[config.mk]
export PLATFORM = sky130hd
export DESIGN_NAME = pdt_timer
export DESIGN_NICKNAME = d
export VERILOG_FILES = /design/src/pdt_pkg.sv /design/src/pdt_predivider.sv /design/src/pdt_tap_select.sv /design/src/pdt_timer.sv
export SDC_FILE = /design/constraint.sdc
export NUM_CORES = 1
export LEC_CHECK = 0
export ABC_CLOCK_PERIOD_IN_PS = 3150
export BUFFER_PORTS_ARGS = -buffer_cell sky130_fd_sc_hd__buf_4
export CORE_MARGIN = 1
export CORE_UTILIZATION = 55
export DETAILED_ROUTE_END_ITERATION = 8
export PLACE_DENSITY = 0.87
export SLEW_MARGIN = 0
export SYNTH_ARGS = -nofsm -noshare
export SYNTH_HDL_FRONTEND = slang
export SYNTH_SLANG_ARGS = --single-unit
[constraint.sdc]
create_clock -name MCLK -period 3.15 [get_ports MCLK]
set_input_delay 0.1575 -clock MCLK [delete_from_list [all_inputs] [get_ports MCLK]]
set_output_delay 0.1575 -clock MCLK [all_outputs]
set_load 0.01 [all_outputs]
[src/pdt_pkg.sv]
package pdt_pkg;

  // Register indices; each register is one aligned APB word at four times its index
  localparam logic [7:0]  IDX_PRESCALER_VALUE  = 8'hd2;
  localparam logic [7:0]  IDX_COUNT_VALUE      = 8'hd3;
  localparam logic [7:0]  IDX_STATUS_CONTROL   = 8'hd4;
  localparam logic [7:0]  IDX_SLEEP_CONTROL    = 8'hd8;
  localparam logic [11:0] ADDR_PRESCALER_VALUE = {2'b00, IDX_PRESCALER_VALUE, 2'b00};
  localparam logic [11:0] ADDR_COUNT_VALUE     = {2'b00, IDX_COUNT_VALUE, 2'b00};
  localparam logic [11:0] ADDR_STATUS_CONTROL  = {2'b00, IDX_STATUS_CONTROL, 2'b00};
  localparam logic [11:0] ADDR_SLEEP_CONTROL   = {2'b00, IDX_SLEEP_CONTROL, 2'b00};

  // Status/control field positions
  localparam int BIT_UNDERFLOW_FLAG  = 7;
  localparam int BIT_IRQ_ENABLE      = 6;
  localparam int BIT_RESERVED_ONE    = 5;
  localparam int BIT_RESERVED_ZERO   = 4;
  localparam int BIT_PRESCALER_RUN   = 3;
  localparam int DIVISION_SELECT_LSB = 0;
  localparam int DIVISION_SELECT_W   = 3;

  // Sleep control field positions
  localparam int BIT_LIGHT_SLEEP = 0;
  localparam int BIT_DEEP_SLEEP  = 1;

  // Reset and reload values
  localparam logic [6:0] PRESCALER_RELOAD = 7'h7f;
  localparam logic [7:0] COUNT_RELOAD     = 8'hff;
  localparam logic [7:0] STATUS_RESET     = 8'h00;

  // Core clock predivider
  localparam int PREDIVIDE       = 12;
  localparam int PREDIVIDE_W     = 4;

endpackage

[src/pdt_predivider.sv]
`timescale 1ns/1ps
// Produces a one-cycle tick every DIVIDE enabled core cycles
module pdt_predivider #(
  parameter int DIVIDE  = pdt_pkg::PREDIVIDE,
  parameter int WIDTH   = pdt_pkg::PREDIVIDE_W
) (
  // Clock and reset
  input  wire logic clk,
  input  wire logic rst,
  // Control
  input  wire logic enable,
  input  wire logic clear,
  // Output
  output      logic tick
);

  typedef struct packed {
    logic [WIDTH-1:0] count;
  } pdt_div_state_type;

  pdt_div_state_type state_reg;
  pdt_div_state_type state_next;

  localparam logic [WIDTH-1:0] LAST = WIDTH'(DIVIDE - 1);

  always_comb begin
    state_next = state_reg;
    if (clear) begin
      state_next.count = '0;
    end else if (enable) begin
      state_next.count = (state_reg.count == LAST) ? '0 : state_reg.count + 1'b1;
    end
  end

  assign tick = enable && !clear && (state_reg.count == LAST);

  always_ff @(posedge clk or posedge rst) begin
    if (rst) begin
      state_reg <= '0;
    end else begin
      state_reg <= state_next;
    end
  end

endmodule

[src/pdt_tap_select.sv]
`timescale 1ns/1ps
// Combinational pulse on each step that rolls over one selected prescaler tap
module pdt_tap_select #(
  parameter int TAPS = 8
) (
  input  wire logic                     clk,
  input  wire logic                     rst,
  input  wire logic                     enable,
  input  wire logic [TAPS-2:0]          prescaler,
  input  wire logic [$clog2(TAPS)-1:0]  select,
  input  wire logic                     step,
  output      logic                     pulse
);

  typedef struct packed {
    logic dummy;
  } pdt_tap_state_type;

  logic [TAPS-1:0] fire;

  // Tap n fires when the prescaler's low n bits roll over, i.e. every 2^n steps
  genvar n;
  generate
    for (n = 0; n < TAPS; n++) begin : g_tap
      if (n == 0) begin : g_zero
        assign fire[n] = step;
      end else begin : g_more
        assign fire[n] = step && (prescaler[n-1:0] == '0);
      end
    end
  endgenerate

  assign pulse = enable && fire[select];

endmodule

[src/pdt_timer.sv]
// The APB slave port and the placing of the registers were chosen for this implementation.
`timescale 1ns/1ps
// Summary of operation
// - Prescaler steps once per twelve core clock cycles.
// - Prescaler reloads 7Fh after reaching zero, counting continuously.
// - Current prescaler count is readable.
// - Counter clock is prescaler tap selected by division select, factor 2^n.
// - Counter decrements on each selected tap, reloads FFh after zero.
// - Counter stays 8-bit for every division factor.
// - Software may read and write the counter while running.
// - Run bit clear freezes counter, holds prescaler at 7Fh.
// - With run bit set software may write prescaler 0..7Fh.
// - Reset sets counter FFh and prescaler 7Fh.
// - Decrement to zero sets underflow flag; flag and enable raise interrupt.
// - Writing 00h to counter or one to bit 7 sets flag.
// - Flag holds until software clears it.
// - Counter write beats simultaneous decrement to zero; no flag set.
// - Light sleep keeps timer running; underflow interrupt wakes device.
// - Deep sleep freezes prescaler, counter and status/control; sleep control still tracks.
// - Interrupt enable is bit 6, clear after reset.
// - Prescaler register bit 7 reads zero, bits 6..0 the count.
module pdt_timer (
  // Clock, reset, enable
  input  wire logic        MCLK,
  input  wire logic        RST,
  input  wire logic        CE,
  // Power state from the core
  input  wire logic        LIGHT_SLEEP,
  input  wire logic        DEEP_SLEEP,
  // APB slave
  input  wire logic        PSEL,
  input  wire logic        PENABLE,
  input  wire logic        PWRITE,
  input  wire logic [11:0] PADDR,
  input  wire logic [31:0] PWDATA,
  input  wire logic [3:0]  PSTRB,
  output      logic [31:0] PRDATA,
  output      logic        PREADY,
  output      logic        PSLVERR,
  // Timer outputs
  output      logic        IRQ,
  output      logic        WAKEUP
);

  ////////////////////////////////////////////////////////////////////////////
  // State

  typedef struct packed {
    logic [6:0]  prescaler;
    logic [7:0]  count;
    logic        underflow_flag;
    logic        underflow_irq_enable;
    logic        reserved_one_bit;
    logic        reserved_zero_bit;
    logic        prescaler_run;
    logic [2:0]  division_select;
    logic        light_sync1;
    logic        light_sync2;
    logic        deep_sync1;
    logic        deep_sync2;
    logic [31:0] rdata;
  } pdt_state_type;

  pdt_state_type state_reg;
  pdt_state_type state_next;

  logic       step;
  logic       count_pulse;
  logic       frozen;
  logic       bus_access;
  logic       wr_access;
  logic       addr_ok;
  logic [11:0] byte_addr;

  // Sleep inputs come from another power controller, so synchronise them
  assign frozen = state_reg.deep_sync2;

  ////////////////////////////////////////////////////////////////////////////
  // Clock chain

  pdt_predivider #(
    .DIVIDE (pdt_pkg::PREDIVIDE),
    .WIDTH  (pdt_pkg::PREDIVIDE_W)
  ) u_prediv (
    .clk    (MCLK),
    .rst    (RST),
    .enable (CE && !frozen && state_reg.prescaler_run),
    .clear  (CE && !state_reg.prescaler_run),
    .tick   (step)
  );

  pdt_tap_select #(
    .TAPS      (8)
  ) u_taps (
    .clk       (MCLK),
    .rst       (RST),
    .enable    (state_reg.prescaler_run),
    .prescaler (state_reg.prescaler),
    .select    (state_reg.division_select),
    .step      (step),
    .pulse     (count_pulse)
  );

  ////////////////////////////////////////////////////////////////////////////
  // APB decode

  function automatic logic is_mapped(input logic [11:0] a);
    is_mapped = (a == pdt_pkg::ADDR_PRESCALER_VALUE) || (a == pdt_pkg::ADDR_COUNT_VALUE) ||
                (a == pdt_pkg::ADDR_STATUS_CONTROL) || (a == pdt_pkg::ADDR_SLEEP_CONTROL);
  endfunction

  assign byte_addr  = PADDR;
  assign addr_ok    = is_mapped(byte_addr);
  assign bus_access = PSEL && PENABLE;
  assign wr_access  = bus_access && PWRITE && PSTRB[0] && addr_ok && CE;

  // Zero-wait slave; unmapped addresses answer with an error
  assign PREADY  = 1'b1;
  assign PSLVERR = bus_access && !addr_ok;
  assign PRDATA  = state_reg.rdata;

  ////////////////////////////////////////////////////////////////////////////
  // Next state

  always_comb begin
    logic       count_write;
    logic       reaches_zero;
    logic [7:0] status_byte;
    count_write  = 1'b0;
    reaches_zero = 1'b0;
    status_byte  = 8'h00;
    state_next   = state_reg;

    // Two-flop synchronisers for the power-state inputs
    state_next.light_sync1 = LIGHT_SLEEP;
    state_next.light_sync2 = state_reg.light_sync1;
    state_next.deep_sync1  = DEEP_SLEEP;
    state_next.deep_sync2  = state_reg.deep_sync1;

    if (CE && !frozen) begin
      // Prescaler
      if (!state_reg.prescaler_run) begin
        state_next.prescaler = pdt_pkg::PRESCALER_RELOAD;
      end else if (step) begin
        if (state_reg.prescaler == 7'h00) begin
          state_next.prescaler = pdt_pkg::PRESCALER_RELOAD;
        end else begin
          state_next.prescaler = state_reg.prescaler - 7'h01;
        end
      end

      // Counter, frozen while the run bit is low
      if (count_pulse) begin
        if (state_reg.count == 8'h00) begin
          state_next.count = pdt_pkg::COUNT_RELOAD;
        end else begin
          state_next.count = state_reg.count - 8'h01;
          reaches_zero     = (state_reg.count == 8'h01);
        end
      end

      // Software writes; a counter write overrides the decrement
      if (wr_access) begin
        unique case (byte_addr)
          pdt_pkg::ADDR_PRESCALER_VALUE: begin
            if (state_reg.prescaler_run) begin
              state_next.prescaler = PWDATA[6:0];
            end
          end
          pdt_pkg::ADDR_COUNT_VALUE: begin
            count_write      = 1'b1;
            state_next.count = PWDATA[7:0];
          end
          pdt_pkg::ADDR_STATUS_CONTROL: begin
            // Writing zero to bit 7 clears the flag; a one sets it
            state_next.underflow_flag       = PWDATA[pdt_pkg::BIT_UNDERFLOW_FLAG];
            state_next.underflow_irq_enable = PWDATA[pdt_pkg::BIT_IRQ_ENABLE];
            state_next.reserved_one_bit     = PWDATA[pdt_pkg::BIT_RESERVED_ONE];
            state_next.reserved_zero_bit    = PWDATA[pdt_pkg::BIT_RESERVED_ZERO];
            state_next.prescaler_run        = PWDATA[pdt_pkg::BIT_PRESCALER_RUN];
            state_next.division_select      =
              PWDATA[pdt_pkg::DIVISION_SELECT_LSB +: pdt_pkg::DIVISION_SELECT_W];
          end
          default: begin
          end
        endcase
      end

      // Hardware set wins over a software clear in the same cycle
      if (reaches_zero && !count_write) begin
        state_next.underflow_flag = 1'b1;
      end
      if (count_write && PWDATA[7:0] == 8'h00) begin
        state_next.underflow_flag = 1'b1;
      end
    end

    // Read data is captured in the setup phase so it stands at the access phase
    status_byte = {state_reg.underflow_flag, state_reg.underflow_irq_enable,
                   state_reg.reserved_one_bit, state_reg.reserved_zero_bit,
                   state_reg.prescaler_run, state_reg.division_select};
    if (CE && PSEL && !PENABLE && !PWRITE) begin
      unique case (byte_addr)
        pdt_pkg::ADDR_PRESCALER_VALUE: state_next.rdata = {25'h0, state_reg.prescaler};
        pdt_pkg::ADDR_COUNT_VALUE:     state_next.rdata = {24'h0, state_reg.count};
        pdt_pkg::ADDR_STATUS_CONTROL:  state_next.rdata = {24'h0, status_byte};
        pdt_pkg::ADDR_SLEEP_CONTROL:   state_next.rdata = {30'h0, state_reg.deep_sync2,
                                                           state_reg.light_sync2};
        default:                       state_next.rdata = 32'h0;
      endcase
    end
  end

  ////////////////////////////////////////////////////////////////////////////
  // Registers

  always_ff @(posedge MCLK or posedge RST) begin
    if (RST) begin
      state_reg                      <= '0;
      state_reg.prescaler            <= pdt_pkg::PRESCALER_RELOAD;
      state_reg.count                <= pdt_pkg::COUNT_RELOAD;
      state_reg.underflow_irq_enable <= 1'b0;
    end else if (CE) begin
      state_reg <= state_next;
    end
  end

  // Light sleep does not gate anything, so the interrupt doubles as a wake request
  assign IRQ    = state_reg.underflow_flag && state_reg.underflow_irq_enable;
  assign WAKEUP = IRQ && state_reg.light_sync2;

endmodule

==> results.py, run 1 <==
metrics = {
    "critical_path": {
        "reg2regPathDepth": 6,
        "timing.rr.start": "u_prediv.state_reg[0]",
        "cp_data_arrival_time_ns": 2.46,
        "worstPathRequired_ns": 3.36,
        "crit_buf_inv": 0,
        "cp_num_cells": 6,
        "path_cells": "ha_1 -> and4bb_2 -> and3_1 -> and2_1 -> a211oi_1 -> nor4_1",
        "crit_slowest_cell": "and3_1",
        "worst_path_largest_cell_delay_ns": 0.44,
        "cp_max_fo": 12,
        "cp-start-kind": "flip-flop",
        "worstReg2RegEnd": "state_reg[49]",
        "crit_family": "simple AND/OR/NAND/NOR gates",
        "r2r_slack_ns": 0.90,
        "critPathCaptureType": "flip-flop",
        "worstSetupPathType": "flip-flop to flip-flop",
    },
    "clocking": {
        "cts_tree": "built",
        "cts_setup_buffers": 0,
        "root_buffer": "clkbuf_8",
        "insertion_delay_ns": 0.30,
        "cts_sinks": 39,
        "cts_resized": 0,
        "cts_buffers": 5,
        "postCtsHoldBufs": 0,
        "cts_htree_levels": 2,
        "clockBufferDepth": 2,
        "clk_pin_slew_ns": 0.09,
    },
    "route": {
        "highest_layer": "met4",
        "wl_per_cell_um": 15.7,
        "wl_met3_um": 574,
        "met1_length_mm": 2.76,
        "vias_per_cell": 5.92,
        "remaining_drc_errors": 0,
        "route.vias.total": 2434,
        "routed-wl-met2_mm": 2.99,
        "drtIter0Drc": 264,
        "drtPass1Iterations": 4,
        "drtAntennaViolNets": 0,
        "wl_mm": 6.46,
    },
    "worst_hold_path": {
        "worstHoldStart": "LIGHT_SLEEP",
        "min_to": "state_next[34]",
        "hold_class": "input port to flip-flop",
        "hold_depth": 2,
    },
    "placement": {
        "dp_hpwl_mm": 4.75,
        "port_buffers": 39,
        "place.gp.congestion": 0.891,
        "place_area_um2": 2960,
    },
    "cells_and_area": {
        "final_common_cell": "buf_4",
        "layout-drive-gt1-share": 0.256,
        "fin_util": 0.643,
        "final_nets": 404,
        "postLayoutCellArea_um2": 3080,
        "n_antenna_cell": 0,
        "largest_reg_flops": 24,
        "syn_to_final_growth_pct": 10.6,
        "fillCellCount": 407,
        "final_cell_mix": "buf_4 (44), nor2_1 (32), conb_1 (25)",
    },
    "global_route": {
        "grt_max_degree": 30,
        "grt_pass1_vias": 2216,
        "grt_usage": 0.260,
        "grt_antenna_before_repair": 0,
        "overflow": 0,
        "grt_pass1_wl_mm": 10.5,
    },
    "sta": {
        "drv_slew": 0,
        "relSlewSlack": 0.272,
        "tns_ns": 0,
        "tightest_slew_ns": 1.09,
        "clock.fmax_mhz": 444,
        "rsz0062_at_grt": "no",
        "skew_ns": 0.00993,
        "timing.final.crit_share": 0.715,
        "finalSetupViolCount": 0,
        "finalCriticalPeriod_ns": 2.25,
        "hold_violations": 0,
    },
    "pwr": {
        "clockPowerShare": 0.378,
        "ir_drop_uv": 200,
        "p_leak_nw": 1.31,
        "intPower_w": 0.000836,
        "p_switching_w": 0.000302,
        "swShare": 0.265,
        "power_density_nw_per_um2": 370,
        "pwr-share-comb": 0.148,
        "seqPwrFrac": 0.475,
    },
    "floorplan": {
        "coreArea_um2": 4790,
        "die_h_um": 73.1,
        "rows": 25,
        "start_util": 0.581,
        "io_pins": 92,
        "die_area_um2": 5350,
        "die_w_um": 73.1,
    },
    "synth": {
        "async_flop_share": 1.00,
        "synth_cell_types": 61,
        "synth_seq_cells": 39,
        "yosysWarnings": 0,
        "synthTopCellsByArea": "dfrtp_1 (22%), dfstp_2 (14%), buf_4 (9.2%), a21oi_1 (4.3%), nor2_1 (4.3%)",
        "avgSynthCellArea_um2": 8.75,
        "syn-cell-area_um2": 2780,
        "synth.top_cell.area_share": 0.216,
        "synth_top_area_cell": "dfrtp_1",
        "ys_seq_area_frac": 0.358,
        "synthFlopType": "dfrtp_1",
        "synth_edf_count": 0,
        "synth_cells": 318,
    },
    "job": {
        "cap_violations": 0,
    },
    "run_status": {
        "status": "completed",
    },
}
## area by class of cell
type,count,area (um^2),share of cell area
multi-input cells,238,1500,0.487
clock buffers,5,68.8,0.0224
repair buffers,44,330,0.107
well taps,67,83.8,0.0273
inverters,15,56.3,0.0183
clock inverters,3,43.8,0.0142
flip-flops and latches,39,995,0.323
## Yosys cell counts, types with 2 or more instances
master,number
a22oi_1,4
nand2b_1,5
o21a_1,6
nand2_1,19
nor2_1,32
buf_2,5
mux2_2,10
a21oi_1,24
mux2i_1,6
xnor2_1,2
o221a_1,2
nor2b_1,4
o311a_1,2
a31oi_1,3
a211oi_1,4
clkbuf_1,8
inv_1,15
o22ai_1,8
nand4_1,4
dfrtp_1,24
nor4bb_1,2
nand4b_1,2
ha_1,5
conb_1,2
o21ai_0,8
nor3_1,6
buf_4,34
or3_1,2
and4_1,2
dfstp_2,15
nand3_1,13
xor2_1,2
o221a_2,2
nor4_1,6
and2_1,2
and3_1,3
## worst register-to-register path, delay by kind of cell (launching register included)
kind                       cells  cell delay (ns)
and+or+nand+nor                4             1.39
DFF                            1             0.42
adders and majority gates      1             0.24
AOI/OAI and AO/OA              1             0.13
## per-stage QoR
| stage | power, W | setup slack [ns] | hold WS, ns | cells |
|---|---|---|---|---|
| final | 0.00114 | 0.899 | 0.0922 | 411 |
| after global placement | 0.000712 | 0.985 | 0.395 | 403 |
| after global routing | 0.00118 | 0.762 | 0.0987 | 411 |
| after floorplan | 0.000678 | 1.26 | 0.284 | 341 |
| after CTS | 0.00114 | 0.927 | 0.0895 | 411 |
| after detailed placement | 0.000717 | 0.962 | 0.399 | 403 |
## how the worst max path moves through the flow
stage,startpoint,slack (ns),end
2_1_floorplan,state_reg[52],1.26,state_reg[49]
3_3_place_gp,u_prediv.state_reg[0],0.99,state_reg[49]
3_5_place_dp,u_prediv.state_reg[0],0.96,state_reg[49]
4_1_cts,u_prediv.state_reg[0],0.93,state_reg[49]
5_1_grt,u_prediv.state_reg[0],0.76,state_reg[49]
6_report,u_prediv.state_reg[0],0.90,state_reg[49]
## power by group through the flow
stage	Clock, W	Combinational (W)	Sequential (W)
5_1_grt	0.000452	0.000185	0.000544
3_3_place_gp	0	0.000164	0.000548
6_report	0.000429	0.000168	0.000540
3_5_place_dp	0	0.000167	0.000550
2_1_floorplan	0	0.000137	0.000542
4_1_cts	0.000432	0.000168	0.000541
## metal layers
metal  track usage  vias to the layer above
li1              -                     1138
met4         0.120                        0
met5             0                        -
met1         0.344                     1150
met2         0.403                      131
met3        0.0580                       15
## cell families after synthesis
logic type,count (synthesis),synth area share
other cells,2,0.00270
xor+xnor,4,0.0126
flops,39,0.358
simple gates,114,0.228
compound gates,74,0.177
buf+inv,64,0.137
fa+ha+maj,5,0.0225
mux,16,0.0621
No activity file was read; power rests on OpenSTA's default activity.
==> run 2, diff against run 1 <==
ABC_CLOCK_PERIOD_IN_PS = 2140   (was 3150)
CORE_UTILIZATION = 51   (was 55)
PLACE_DENSITY = 0.82   (was 0.87)
clock period = 2.14 ns   (was 3.15 ns; I/O delays follow)
==> run 2 against run 1 <==
Compared with the run above:
- die area is 7.6% higher
- critical path depth is 1 higher
- worst setup slack worse by 0.75 ns
- largest power group unchanged
==> results.py, run 2 (synthesis results as in run 1) <==
metrics = {
    "pwr": {
        "seqPwrFrac": 0.470,
        "clockPowerShare": 0.372,
        "intPower_w": 0.00124,
        "p_leak_nw": 1.40,
        "swShare": 0.263,
        "power_density_nw_per_um2": 520,
        "pwr-share-comb": 0.158,
        "p_switching_w": 0.000442,
        "ir_drop_uv": 357,
    },
    "run_status": {
        "status": "completed",
    },
    "cells_and_area": {
        "syn_to_final_growth_pct": 16.2,
        "largest_reg_flops": 24,
        "fillCellCount": 451,
        "final_nets": 422,
        "postLayoutCellArea_um2": 3230,
        "n_antenna_cell": 0,
        "final_common_cell": "buf_4",
        "regArea_um2": 995,
        "layout-drive-gt1-share": 0.301,
        "final_cell_mix": "buf_4 (61), nor2_1 (32), conb_1 (25)",
        "multi_input_area_um2": 1510,
    },
    "global_route": {
        "grt_pass1_vias": 2374,
        "grt_max_degree": 40,
        "grt_use_met2": 0.444,
        "grt_usage": 0.259,
        "grt_antenna_before_repair": 0,
        "overflow": 0,
        "grt_use_met3": 0.0450,
        "busiest_layer": "met2",
        "grt_util_met1": 0.318,
        "grt_pass1_wl_mm": 11.1,
    },
    "route": {
        "remaining_drc_errors": 0,
        "wl_per_cell_um": 15.9,
        "route.vias.total": 2526,
        "drtIter0Drc": 220,
        "drtAntennaViolNets": 0,
        "wl_mm": 6.89,
        "vias_per_cell": 5.85,
        "drtPass1Iterations": 4,
    },
    "critical_path": {
        "worstSetupPathType": "flip-flop to flip-flop",
        "r2r_slack_ns": 0.15,
        "worst_path_largest_cell_delay_ns": 0.59,
        "crit_slowest_cell": "dfstp_2",
        "timing.rr.start": "state_reg[53]",
        "cp-start-kind": "flip-flop",
        "cp_data_arrival_time_ns": 2.20,
        "critPathCaptureType": "flip-flop",
        "worstReg2RegEnd": "state_reg[49]",
        "worstPathRequired_ns": 2.35,
        "cp_max_fo": 6,
        "reg2regPathDepth": 7,
        "path_cells": "inv_1 -> ha_1 -> nand4_1 -> a32oi_1 -> and2_2 -> and4_1 -> nor4_2",
    },
    "worst_hold_path": {
        "worstHoldStart": "DEEP_SLEEP",
        "hold_class": "input port to flip-flop",
        "hold_depth": 2,
        "min_to": "state_next[32]",
    },
    "placement": {
        "dp_hpwl_mm": 5.22,
        "place_area_um2": 3090,
        "place.gp.congestion": 0.999,
        "port_buffers": 39,
    },
    "clocking": {
        "clockBufferDepth": 2,
        "clk_pin_slew_ns": 0.08,
        "cts_sinks": 39,
        "cts_buffers": 5,
        "cts_htree_levels": 2,
        "cts_tree": "built",
        "root_buffer": "clkbuf_8",
        "insertion_delay_ns": 0.30,
    },
    "floorplan": {
        "coreArea_um2": 5170,
        "rows": 26,
        "die_w_um": 75.9,
        "start_util": 0.538,
        "die_area_um2": 5750,
        "io_pins": 92,
        "die_h_um": 75.9,
    },
    "sta": {
        "finalCriticalPeriod_ns": 1.99,
        "tightest_slew_ns": 0.507,
        "finalSetupViolCount": 0,
        "hold_violations": 0,
        "tns_ns": 0,
        "rsz0062_at_grt": "no",
        "clock.fmax_mhz": 502,
        "timing.final.crit_share": 0.931,
        "drv_slew": 0,
        "relSlewSlack": 0.662,
        "skew_ns": 0.00357,
    },
    "job": {
        "cap_violations": 0,
    },
}
## run 2: cell types whose count changed in the layout (fill, tap and decap cells not counted), sizes merged
cell         delta
buf            +17
dlygate4sd3     +1
## run 2: metal layers
layer | part of all wire | wire length [um]
met1 | 0.42 | 2920
met2 | 0.49 | 3380
met3 | 0.066 | 454
met4 | 0.019 | 130
met5 | 0 | 0
## run 2: worst max-delay path by stage
stage                     startpoint  cells after the start             to  slack, ns
6_report               state_reg[53]                      7  state_reg[49]       0.15
5_1_grt        u_prediv.state_reg[0]                      6  state_reg[49]       0.04
4_1_cts        u_prediv.state_reg[0]                      6  state_reg[49]       0.06
3_5_place_dp                PADDR[1]                      7  state_reg[43]       0.08
3_3_place_gp   u_prediv.state_reg[0]                      6  state_reg[49]       0.12
2_1_floorplan          state_reg[52]                      8  state_reg[49]       0.25
## run 2: layout make-up
class / count / share of cell area
Tap cell: 70 / 0.0271
Clock inverter: 3 / 0.0136
Multi-Input combinational cell: 238 / 0.468
Timing Repair Buffer: 62 / 0.145
Sequential cell: 39 / 0.308
Inverter: 15 / 0.0174
Clock buffer: 5 / 0.0213
## run 2: power groups by stage
stage | registers [W] | clock network, W | logic (W)
2_1_floorplan | 0.000797 | 0 | 0.000201
3_3_place_gp | 0.000803 | 0 | 0.000256
3_5_place_dp | 0.000805 | 0 | 0.000262
4_1_cts | 0.000792 | 0.000633 | 0.000265
5_1_grt | 0.000796 | 0.000663 | 0.000296
6_report | 0.000790 | 0.000624 | 0.000265
## run 2: metrics by stage
stage	worst slack (ns)	std cells	total power [W]	hold WS (ns)	util
after global routing	0.0410	432	0.00176	0.0278	0.625
after detailed placement	0.0805	423	0.00107	0.266	0.598
after global placement	0.121	423	0.00106	0.256	0.598
final	0.147	432	0.00168	0.0363	0.625
after CTS	0.0637	432	0.00169	0.0360	0.622
after floorplan	0.249	341	0.000998	0.234	-
## run 2: repair_timing
action	in CTS	in global routing
endpoints found under the setup margin	0	5
endpoints found under the hold margin	24	0
setup buffers	0	0
gates resized for setup	0	4
hold buffers	1	0
## run 2: critical path, delay by kind of cell (launching register included)
kind,cells,cell delay (ns)
buffers and inverters,1,0.09
AOI/OAI and AO/OA,1,0.14
DFF,1,0.59
and+or+nand+nor,4,0.85
adders and majority gates,1,0.25
